[src/core/accel_pkg.sv]
package accel_pkg;

    // register map of the serial port
    localparam logic [7:0] OFF_X_MSB    = 8'h01; // x sample, high byte
    localparam logic [7:0] OFF_Y_MSB    = 8'h03; // y sample, high byte
    localparam logic [7:0] OFF_Z_MSB    = 8'h05; // z sample, high byte
    localparam logic [7:0] OFF_OPSTATE  = 8'h0b; // operating_state_reg
    localparam logic [7:0] OFF_EVENT    = 8'h0c; // event_source_status
    localparam logic [7:0] OFF_IDENTITY = 8'h0d; // device_identity
    localparam logic [7:0] OFF_RANGE    = 8'h0e; // sample_range_config
    localparam logic [7:0] OFF_CUTOFF   = 8'h0f; // highpass_cutoff_config
    localparam logic [7:0] OFF_ORIENT   = 8'h10; // orientation_status_reg
    localparam logic [7:0] OFF_FFMT     = 8'h16; // freefall_source_reg
    localparam logic [7:0] OFF_TRANS    = 8'h1e; // transient_source_reg
    localparam logic [7:0] OFF_TAP      = 8'h22; // tap_source_reg

    // field positions
    localparam int EVB_ASLP   = 7; // event byte positions
    localparam int EVB_TRANS  = 5;
    localparam int EVB_ORIENT = 4;
    localparam int EVB_TAP    = 3;
    localparam int EVB_FFMT   = 2;
    localparam int EVB_DRDY   = 0;
    localparam int CUT_BYPASS = 5; // tap_highpass_bypass
    localparam int CUT_LOWPASS = 4; // tap_lowpass_enable

    // reset values and codes
    localparam logic [1:0] RANGE_2G   = 2'h0;
    localparam logic [1:0] RANGE_4G   = 2'h1;
    localparam logic [1:0] RANGE_8G   = 2'h2;
    localparam logic [1:0] RANGE_RSVD = 2'h3;
    localparam logic [1:0] CUT_RESET  = 2'h0;
    localparam logic [1:0] OPS_STANDBY = 2'h0;
    localparam logic [1:0] OPS_WAKE    = 2'h1;
    localparam logic [1:0] OPS_SLEEP   = 2'h2;
    localparam logic [15:0] CUT_BASE_MHZ = 16'h3e80; // 16 Hz in mHz
    localparam logic [6:0] DEV_ADDR    = 7'h2d; // serial address
    localparam logic [7:0] ID_CODE     = 8'h5c; // arbitrary identity

    // timing: inactivity step of the auto-sleep timer
    localparam int STEP_NS         = 640;
    localparam int CLK_NS          = 10;
    localparam int STEP_CYCLES     = STEP_NS / CLK_NS;

    // event carrier, msb first as on the status byte
    typedef struct packed {
        logic aslp;
        logic trans;
        logic orient;
        logic tap;
        logic ffmt;
        logic drdy;
    } event_s;

    // serial engine states
    typedef enum logic [8:0] {
        S_IDLE  = 9'h001,
        S_ADDR  = 9'h002,
        S_AACK  = 9'h004,
        S_REG   = 9'h008,
        S_RACK  = 9'h010,
        S_WDAT  = 9'h020,
        S_WACK  = 9'h040,
        S_RDAT  = 9'h080,
        S_MACK  = 9'h100
    } ser_state_e;

    // operating states
    typedef enum logic [2:0] {
        M_STANDBY = 3'h1,
        M_WAKE    = 3'h2,
        M_SLEEP   = 3'h4
    } op_state_e;

endpackage

[src/core/pin_sampler.sv]
`timescale 1ns/1ps
// two-flop synchroniser with edge finding on the settled copy
module pin_sampler (
    // clock and reset
    input  wire logic ref_clk,
    input  wire logic rst,
    // pin side
    input  wire logic pin,
    // sampled side
    output logic      level,
    output logic      rise,
    output logic      fall
);
    logic meta;   // first stage, read only by stage two
    logic hold;   // stage two
    logic prev;   // delayed copy for edges

    // idle bus level is high, so reset to one
    always_ff @(posedge ref_clk) begin
        if (rst) begin
            meta <= 1'b1;
            hold <= 1'b1;
            prev <= 1'b1;
        end else begin
            meta <= pin;
            hold <= meta;
            prev <= hold;
        end
    end

    assign level = hold;
    assign rise  = hold & ~prev;
    assign fall  = ~hold & prev;
endmodule

[src/core/accel_event_source_and_config.sv]
`timescale 1ns/1ps
module accel_event_source_and_config (
    // clock and reset
    input  wire logic                  ref_clk,
    input  wire logic                  rst,
    // two-wire serial pins
    input  wire logic                  scl,
    input  wire logic                  sda_in,
    output logic                       sda_out,
    output logic                       sda_oe,
    // detection engines and enables
    input  accel_pkg::event_s          evt_cond,
    input  accel_pkg::event_s          evt_enable,
    // auto-sleep control
    input  wire logic                  active_mode,
    input  wire logic                  autosleep_en,
    input  wire logic [7:0]            inactivity_limit,
    input  accel_pkg::event_s          wake_select,
    input  wire logic [2:0]            wake_rate,
    input  wire logic [2:0]            sleep_rate,
    // configuration out
    output logic [2:0]                 sample_rate,
    output logic [1:0]                 operating_state,
    output logic [3:0]                 full_scale_g,
    output logic                       hpf_out_en,
    output logic                       tap_highpass_bypass,
    output logic                       tap_lowpass_enable,
    output logic [1:0]                 cutoff_select,
    output logic [15:0]                cutoff_mhz,
    output accel_pkg::event_s          event_flags
);
    import accel_pkg::*;

    // sampled pins
    logic scl_lvl, scl_rise, scl_fall;
    logic sda_lvl, sda_rise, sda_fall;

    pin_sampler u_scl (
        .ref_clk (ref_clk),
        .rst     (rst),
        .pin     (scl),
        .level   (scl_lvl),
        .rise    (scl_rise),
        .fall    (scl_fall)
    );

    pin_sampler u_sda (
        .ref_clk (ref_clk),
        .rst     (rst),
        .pin     (sda_in),
        .level   (sda_lvl),
        .rise    (sda_rise),
        .fall    (sda_fall)
    );

    // serial engine state
    ser_state_e  ser;          // protocol phase
    logic [3:0]  bit_cnt;      // bits of the current byte
    logic [7:0]  shreg;        // shift register
    logic [7:0]  ptr;          // register pointer
    logic        rw;           // 1 = read transfer
    logic        nack;         // host refused more data
    logic [7:0]  rd_addr;      // address being loaded
    logic [7:0]  rd_data;      // mux output
    logic        rd_strobe;    // one-cycle read of rd_addr
    logic        wr_strobe;    // one-cycle write of wr_addr
    logic        start_det;    // start or repeated start
    logic        stop_det;     // stop

    // configuration registers
    logic [1:0]  range_select;
    logic [7:0]  cutoff_reg;

    // event logic
    event_s      flags;        // sticky flags
    event_s      gated;        // condition after enable
    event_s      gated_q;      // previous gated value
    event_s      set_vec;      // rising edges
    event_s      clr_vec;      // read-side clears
    logic        aslp_pulse;   // state change of auto-sleep
    logic [2:0]  xyz_seen;     // msb reads since last clear

    // auto-sleep
    op_state_e   mode;
    logic [15:0] pre_cnt;      // step prescaler
    logic [8:0]  idle_steps;   // inactivity in steps

    assign start_det = scl_lvl & sda_fall;
    assign stop_det  = scl_lvl & sda_rise;
    assign sda_out   = 1'b0;   // open drain: only ever pulls low

    // next read address: reloads follow with pointer advance
    assign rd_addr = (ser == S_MACK) ? ptr + 8'h01 : ptr;

    // read mux, unused bits zero
    always_comb begin
        case (rd_addr)
            OFF_OPSTATE:  rd_data = {6'h00, operating_state};
            OFF_EVENT:    rd_data = {flags.aslp, 1'b0, flags.trans,
                                     flags.orient, flags.tap,
                                     flags.ffmt, 1'b0, flags.drdy};
            OFF_IDENTITY: rd_data = ID_CODE;
            OFF_RANGE:    rd_data = {6'h00, range_select};
            OFF_CUTOFF:   rd_data = {2'h0, cutoff_reg[CUT_BYPASS],
                                     cutoff_reg[CUT_LOWPASS], 2'h0,
                                     cutoff_reg[1:0]};
            default:      rd_data = 8'h00;
        endcase
    end

    // serial byte engine, bits taken on scl rise, driven on scl fall
    always_ff @(posedge ref_clk) begin
        if (rst) begin
            ser       <= S_IDLE;
            bit_cnt   <= 4'h0;
            shreg     <= 8'h00;
            ptr       <= 8'h00;
            rw        <= 1'b0;
            nack      <= 1'b0;
            sda_oe    <= 1'b0;
            rd_strobe <= 1'b0;
            wr_strobe <= 1'b0;
        end else begin
            rd_strobe <= 1'b0;
            wr_strobe <= 1'b0;
            if (stop_det) begin
                ser    <= S_IDLE;
                sda_oe <= 1'b0;
            end else if (start_det) begin
                ser     <= S_ADDR;
                bit_cnt <= 4'h0;
                sda_oe  <= 1'b0;
            end else if (scl_rise) begin
                // sample host bits
                case (ser)
                    S_ADDR, S_REG, S_WDAT: begin
                        shreg   <= {shreg[6:0], sda_lvl};
                        bit_cnt <= bit_cnt + 4'h1;
                    end
                    S_RDAT:  bit_cnt <= bit_cnt + 4'h1;
                    S_MACK:  nack <= sda_lvl;
                    default: ;
                endcase
            end else if (scl_fall) begin
                case (ser)
                    S_ADDR: if (bit_cnt == 4'h8) begin
                        if (shreg[7:1] == DEV_ADDR) begin
                            ser    <= S_AACK;
                            rw     <= shreg[0];
                            sda_oe <= 1'b1;
                        end else begin
                            ser <= S_IDLE; // not our address
                        end
                    end
                    S_AACK: begin
                        bit_cnt <= 4'h0;
                        if (rw) begin
                            ser       <= S_RDAT;
                            shreg     <= rd_data;
                            rd_strobe <= 1'b1;
                            sda_oe    <= ~rd_data[7];
                        end else begin
                            ser    <= S_REG;
                            sda_oe <= 1'b0;
                        end
                    end
                    S_REG: if (bit_cnt == 4'h8) begin
                        ptr    <= shreg;
                        ser    <= S_RACK;
                        sda_oe <= 1'b1;
                    end
                    S_RACK, S_WACK: begin
                        ser     <= S_WDAT;
                        bit_cnt <= 4'h0;
                        sda_oe  <= 1'b0;
                    end
                    S_WDAT: if (bit_cnt == 4'h8) begin
                        wr_strobe <= 1'b1;
                        ser       <= S_WACK;
                        sda_oe    <= 1'b1;
                    end
                    S_RDAT: begin
                        if (bit_cnt == 4'h8) begin
                            ser    <= S_MACK;
                            sda_oe <= 1'b0;
                        end else begin
                            sda_oe <= ~shreg[3'h7 - bit_cnt[2:0]];
                        end
                    end
                    S_MACK: begin
                        bit_cnt <= 4'h0;
                        if (nack) begin
                            ser <= S_IDLE;
                        end else begin
                            ser       <= S_RDAT;
                            ptr       <= rd_addr;
                            shreg     <= rd_data;
                            rd_strobe <= 1'b1;
                            sda_oe    <= ~rd_data[7];
                        end
                    end
                    default: ;
                endcase
            end
        end
    end

    // pointer advances after each written byte
    // (kept separate from the read advance on S_MACK)
    logic [7:0] wr_addr;
    always_ff @(posedge ref_clk) begin
        if (rst) begin
            wr_addr <= 8'h00;
        end else if (ser == S_RACK) begin
            wr_addr <= ptr;
        end else if (wr_strobe) begin
            wr_addr <= wr_addr + 8'h01;
        end
    end

    // configuration writes; read-only offsets fall through
    always_ff @(posedge ref_clk) begin
        if (rst) begin
            range_select <= RANGE_2G;
            cutoff_reg   <= {6'h00, CUT_RESET};
        end else if (wr_strobe) begin
            case (wr_addr)
                OFF_RANGE: begin
                    // reserved code is dropped, keeps a legal scale
                    if (shreg[1:0] != RANGE_RSVD) begin
                        range_select <= shreg[1:0];
                    end
                end
                OFF_CUTOFF: cutoff_reg <= shreg & 8'h33;
                default: ;
            endcase
        end
    end

    // range decode in g
    always_comb begin
        case (range_select)
            RANGE_4G: full_scale_g = 4'h4;
            RANGE_8G: full_scale_g = 4'h8;
            default:  full_scale_g = 4'h2;
        endcase
    end

    assign hpf_out_en          = 1'b0;
    assign tap_highpass_bypass = cutoff_reg[CUT_BYPASS];
    assign tap_lowpass_enable  = cutoff_reg[CUT_LOWPASS];
    assign cutoff_select       = cutoff_reg[1:0];

    // normal-mode cutoff: halves per code, then per slower rate from rate 1 up to rate 4
    logic [1:0] rate_shift;
    always_comb begin
        case (sample_rate)
            3'h0, 3'h1: rate_shift = 2'h0;
            3'h2:       rate_shift = 2'h1;
            3'h3:       rate_shift = 2'h2;
            default:    rate_shift = 2'h3;
        endcase
    end
    // three-bit sum: code 3 at the slowest rates shifts by six
    assign cutoff_mhz = CUT_BASE_MHZ >> ({1'b0, cutoff_reg[1:0]}
                                         + {1'b0, rate_shift});

    // read side effects: a source register read clears its flag, drdy needs x, y and z msb reads
    always_comb begin
        clr_vec        = '0;
        clr_vec.aslp   = rd_strobe & (rd_addr == OFF_OPSTATE);
        clr_vec.trans  = rd_strobe & (rd_addr == OFF_TRANS);
        clr_vec.orient = rd_strobe & (rd_addr == OFF_ORIENT);
        clr_vec.tap    = rd_strobe & (rd_addr == OFF_TAP);
        clr_vec.ffmt   = rd_strobe & (rd_addr == OFF_FFMT);
        clr_vec.drdy   = (xyz_seen == 3'h7);
    end

    // note rd_addr equals ptr on the strobe cycle: ptr already moved
    // msb reads of all three axes release the sample flag
    always_ff @(posedge ref_clk) begin
        if (rst || clr_vec.drdy || set_vec.drdy) begin
            xyz_seen <= 3'h0;
        end else if (rd_strobe) begin
            if (rd_addr == OFF_X_MSB) xyz_seen[0] <= 1'b1;
            if (rd_addr == OFF_Y_MSB) xyz_seen[1] <= 1'b1;
            if (rd_addr == OFF_Z_MSB) xyz_seen[2] <= 1'b1;
        end
    end

    // gate each source with its enable, auto-sleep from aslp_pulse
    always_comb begin
        gated      = evt_cond & evt_enable;
        gated.aslp = aslp_pulse & evt_enable.aslp;
    end
    assign set_vec = gated & ~gated_q;

    // sticky flags, set wins over a clear in the same cycle
    genvar gi;
    generate
        for (gi = 0; gi < 6; gi++) begin : g_flag
            always_ff @(posedge ref_clk) begin
                if (rst) begin
                    flags[gi]   <= 1'b0;
                    gated_q[gi] <= 1'b0;
                end else begin
                    gated_q[gi] <= gated[gi];
                    if (set_vec[gi]) begin
                        flags[gi] <= 1'b1;
                    end else if (clr_vec[gi]) begin
                        flags[gi] <= 1'b0;
                    end
                end
            end
        end
    endgenerate
    assign event_flags = flags;

    // inactivity prescaler and step counter
    logic any_event;
    assign any_event = |(set_vec & ~event_s'(6'h20));
    always_ff @(posedge ref_clk) begin
        if (rst || mode != M_WAKE || any_event) begin
            pre_cnt    <= 16'h0000;
            idle_steps <= 9'h000;
        end else if (pre_cnt == 16'(STEP_CYCLES - 1)) begin
            pre_cnt <= 16'h0000;
            if (idle_steps[8] == 1'b0) idle_steps <= idle_steps + 9'h001;
        end else begin
            pre_cnt <= pre_cnt + 16'h0001;
        end
    end

    // operating state machine
    always_ff @(posedge ref_clk) begin
        if (rst) begin
            mode       <= M_STANDBY;
            aslp_pulse <= 1'b0;
        end else begin
            aslp_pulse <= 1'b0;
            case (mode)
                M_STANDBY: if (active_mode) mode <= M_WAKE;
                M_WAKE: begin
                    if (!active_mode) begin
                        mode <= M_STANDBY;
                    end else if (autosleep_en &&
                                 idle_steps > {1'b0, inactivity_limit}) begin
                        mode       <= M_SLEEP;
                        aslp_pulse <= 1'b1;
                    end
                end
                M_SLEEP: begin
                    if (!active_mode) begin
                        mode <= M_STANDBY;
                    end else if (|(set_vec & wake_select)) begin
                        mode       <= M_WAKE;
                        aslp_pulse <= 1'b1;
                    end
                end
                default: mode <= M_STANDBY;
            endcase
        end
    end

    // state code and chosen rate
    always_comb begin
        case (mode)
            M_WAKE:  operating_state = OPS_WAKE;
            M_SLEEP: operating_state = OPS_SLEEP;
            default: operating_state = OPS_STANDBY;
        endcase
        sample_rate = (mode == M_SLEEP) ? sleep_rate : wake_rate;
    end
endmodule

[config.mk]
export PLATFORM = sky130hd
export DESIGN_NAME = accel_event_source_and_config
export DESIGN_NICKNAME = d
export VERILOG_FILES = /design/src/core/accel_pkg.sv /design/src/core/pin_sampler.sv /design/src/core/accel_event_source_and_config.sv
export SDC_FILE = /design/constraint.sdc
export NUM_CORES = 1
export LEC_CHECK = 0
export BUFFER_PORTS_ARGS = -buffer_cell sky130_fd_sc_hd__buf_2
export CAP_MARGIN = 10
export CORE_MARGIN = 2
export CORE_UTILIZATION = 60
export DETAILED_ROUTE_END_ITERATION = 12
export PLACE_DENSITY = 0.89
export SLEW_MARGIN = 20
export SYNTH_ARGS = -nofsm -noshare
export SYNTH_HDL_FRONTEND = slang
export SYNTH_SLANG_ARGS = --single-unit
[constraint.sdc]
create_clock -name ref_clk -period 9.25 [get_ports ref_clk]
set_input_delay 1.3875 -clock ref_clk [delete_from_list [all_inputs] [get_ports ref_clk]]
set_output_delay 1.3875 -clock ref_clk [all_outputs]
set_load 0.02 [all_outputs]
==> impl_results.md <==
* TritonRoute pass-1 iters at 6
* CTS Hold Bufs at 0
* Number of antenna violations at the first check in global routing at 0
* Critical Path RT at 7.86 ns
* Setup CP Type: flip-flop to output port
* RSZ-0062 raised after global routing: false
* Clock Tree Root: clkbuf_8
* Antenna viol nets, final at 0
* Largest Register: pre_cnt
* Post-synth ARST share at 0%
* Part of the cycle the worst path needs at 54.4%
* Status: complete, no violations
* Die width at 102 um
* CTS Buf Count at 9
* Switching pwr at 0.000196 W
* Largest registers: pre_cnt: 16 flops, idle_steps: 9 flops, ser: 9 flops
* Final nets at 827
* Global-route usage over all layers at 29.1%
* VDD IR-drop max at 0.105 mV
* Gate family responsible for the most delay along the worst path: simple AND/OR/NAND/NOR gates
* Setup Buffers After CTS at 0
* Origin of the worst setup path: mode[2]
* Clk_skew at 0.0133 ns
* DP Area at 6130 um2
* Synth unique cells at 73
* CTS tree: done
* Commonest cells after routing, fill and taps aside: 98 x nor2_1, 98 x dfxtp_1, 69 x buf_2
* Syn_area_per_cell at 8.02 um2
* Clock Path Buffers at 2
* Pint at 0.000609 W
* Seq/Total Area, Yosys at 33.8%
* Slew headroom at 31.5%
* Max incr delay on CP at 0.74 ns
* Final setup viols at 0
* Uppermost layer routed: met4
* Worst Hold Class: flip-flop to flip-flop
* Synth Flop Type: dfxtp_1
* Cell Chain, Critical Path: inv_1 -> nor3_1 -> mux2_2 -> o21ai_0 -> ha_1 -> inv_1 -> fa_1 -> and2_1 -> or2_2 -> buf_2
* P&R area growth vs syn at 9.66%
* Fmax achieved at 199 MHz
* Critical Path Fanout Max at 9
* Number of fill cells at 757
* Final hold viol count at 0
* Synth top area share at 33.8%
* Number of global-route vias before repair at 5218
* Seq pwr share at 53.5%
* Worst Setup End Kind: output port
* First-pass GRT wire length at 24500 um
* Post-synth top area cell: dfxtp_1
* Final WL at 15300 um
* PwrDens at 127 nW/um2
* Clk network pwr share at 39.5%
* Yosys reg bits at 98
* Dpl hpwl at 11100 um
* Slew @ Worst Pin at 1.03 ns
* YS warnings at 0
* Cells on worst reg2reg path at 6
* Crit path time final at 5.03 ns
* Crit path depth at 10
* Top cell by count, worst path: inv_1
* Largest register FFs at 16
* Share of cells above drive strength 1 at 14.6%
* Wire length on met1 at 6370 um
* Largest net degree at the start of global routing at 49
* Final Cell Area at 6360 um2
* CP Launch Type: flip-flop
* Core Box Area at 9330 um2
* Row count at 35
* Die area at 10500 um2
* Ports at 76
* Gate power share at 7.0%
* Clk slew on worst S/H paths at 0.11 ns
* Met3 WL post-DR at 1120 um
* Initial Utilization at 62.2%
* Final Max Tran Viols at 0
* GP Congestion at 0.900
* Clk Latency, worst-skew pair at 0.36 ns
* Total number of vias at 5679
* Max Cap Viol at 0
* Hold Path Cell Cnt at 1
* Die height at 102 um
* DRC at 0
* Worst r2r src: ser[8]
* Cells after synthesis at 724
* Top cells by area, synth: dfxtp_1 34%, nor2_1 6.3%, ha_1 4.5%, xor2_1 3.8%, nand2_1 3.6%
* Worst EP arrival at 3.64 ns
* Switching Share at 24.3%
* # clock sinks at 98
* H-tree level count at 3
* Inserted Diodes at 0
* Slowest cell on crit path: nor3_1
* PortBufs at 69
* Cts repair resizes at 0
* Cell Area, Synth at 5800 um2
* Wire length on met2 at 7330 um
* DRT iter0 DRCs at 487
* Grt ovf at 0
* Final setup TNS at 0 ns
* Routed length per placed instance at 17.0 um
* Vias per cell at 6.30
* Hold_sp: u_scl.meta
* Number of flops mapped to enable cells by yosys at 0
* Leakage at 2.46 nW
* Buf/Inv on CP at 3
path summary, 6_finish.rpt:
| path | endpoint | slack (ns) |
|---|---|---|
| worst max-delay path | cutoff_mhz[11] | 4.22 |
| worst min-delay path | u_scl.level | 0.42 |
| worst max register to register | shreg[1] | 5.65 |
| worst min register to register | u_scl.level | 0.42 |
stage by stage:
stage | setup slack, ns | hold WS [ns] | std cells | power, W | util (%)
finish | 4.22 | 0.417 | 901 | 0.000805 | 68.2
global route | 3.99 | 0.431 | 901 | 0.000831 | 68.2
CTS | 4.29 | 0.415 | 901 | 0.000806 | 68.2
detailed placement | 4.51 | 0.393 | 885 | 0.000495 | 65.7
global placement | 4.55 | 0.392 | 885 | 0.000493 | 65.7
floorplan | 4.39 | 0.389 | 728 | 0.000476 | -
power groups by stage:
stage / sequential (W) / clock (W) / combinational, W
2_1_floorplan: 0.000440 / 0 / 0.0000359
3_3_place_gp: 0.000440 / 0 / 0.0000530
3_5_place_dp: 0.000440 / 0 / 0.0000555
4_1_cts: 0.000430 / 0.000320 / 0.0000559
5_1_grt: 0.000431 / 0.000338 / 0.0000619
6_report: 0.000430 / 0.000318 / 0.0000566
cell type report:
| type | instances | area (um2) | area share [%] |
|---|---|---|---|
| flip-flops and latches | 98 | 1960 | 30.8 |
| clock buffers | 10 | 138 | 2.16 |
| inverters | 36 | 135 | 2.12 |
| multi-input cells | 553 | 3530 | 55.4 |
| repair buffers | 69 | 345 | 5.43 |
| clock inverters | 6 | 95.1 | 1.49 |
| well taps | 129 | 161 | 2.54 |
cell families (layout without fill, tap and decap cells):
logic type      Yosys count  in the layout  share of synthesized area [%]
flops                    98             98                           33.8
fa+ha+maj                22             22                           4.87
buf+inv                  77            121                           5.67
xor+xnor                 39             39                           5.89
simple gates            314            314                           27.7
other cells               1              5                         0.0646
compound gates          154            154                           18.2
mux                      19             19                           3.77
Yosys cell counts (all sizes together) (7+ instances only):
| cell type | number |
|---|---|
| or3 | 7 |
| dfxtp | 98 |
| or2 | 11 |
| ha | 21 |
| mux2i | 14 |
| a211oi | 15 |
| nand3 | 34 |
| nand2 | 56 |
| clkbuf | 29 |
| buf | 12 |
| inv | 36 |
| and3 | 13 |
| a31oi | 11 |
| nand2b | 12 |
| xor2 | 25 |
| o21ai | 25 |
| xnor2 | 14 |
| nand4 | 18 |
| nor3 | 18 |
| a21oi | 36 |
| nor4 | 12 |
| nor2 | 98 |
routing by layer:
| metal | vias to the layer above | track usage (%) |
|---|---|---|
| met4 | 0 | 11.3 |
| li1 | 2684 | - |
| met2 | 282 | 49.5 |
| met5 | - | 0 |
| met3 | 48 | 3.90 |
| met1 | 2665 | 37.5 |
Note: power is estimated with default switching activity, not from simulation.
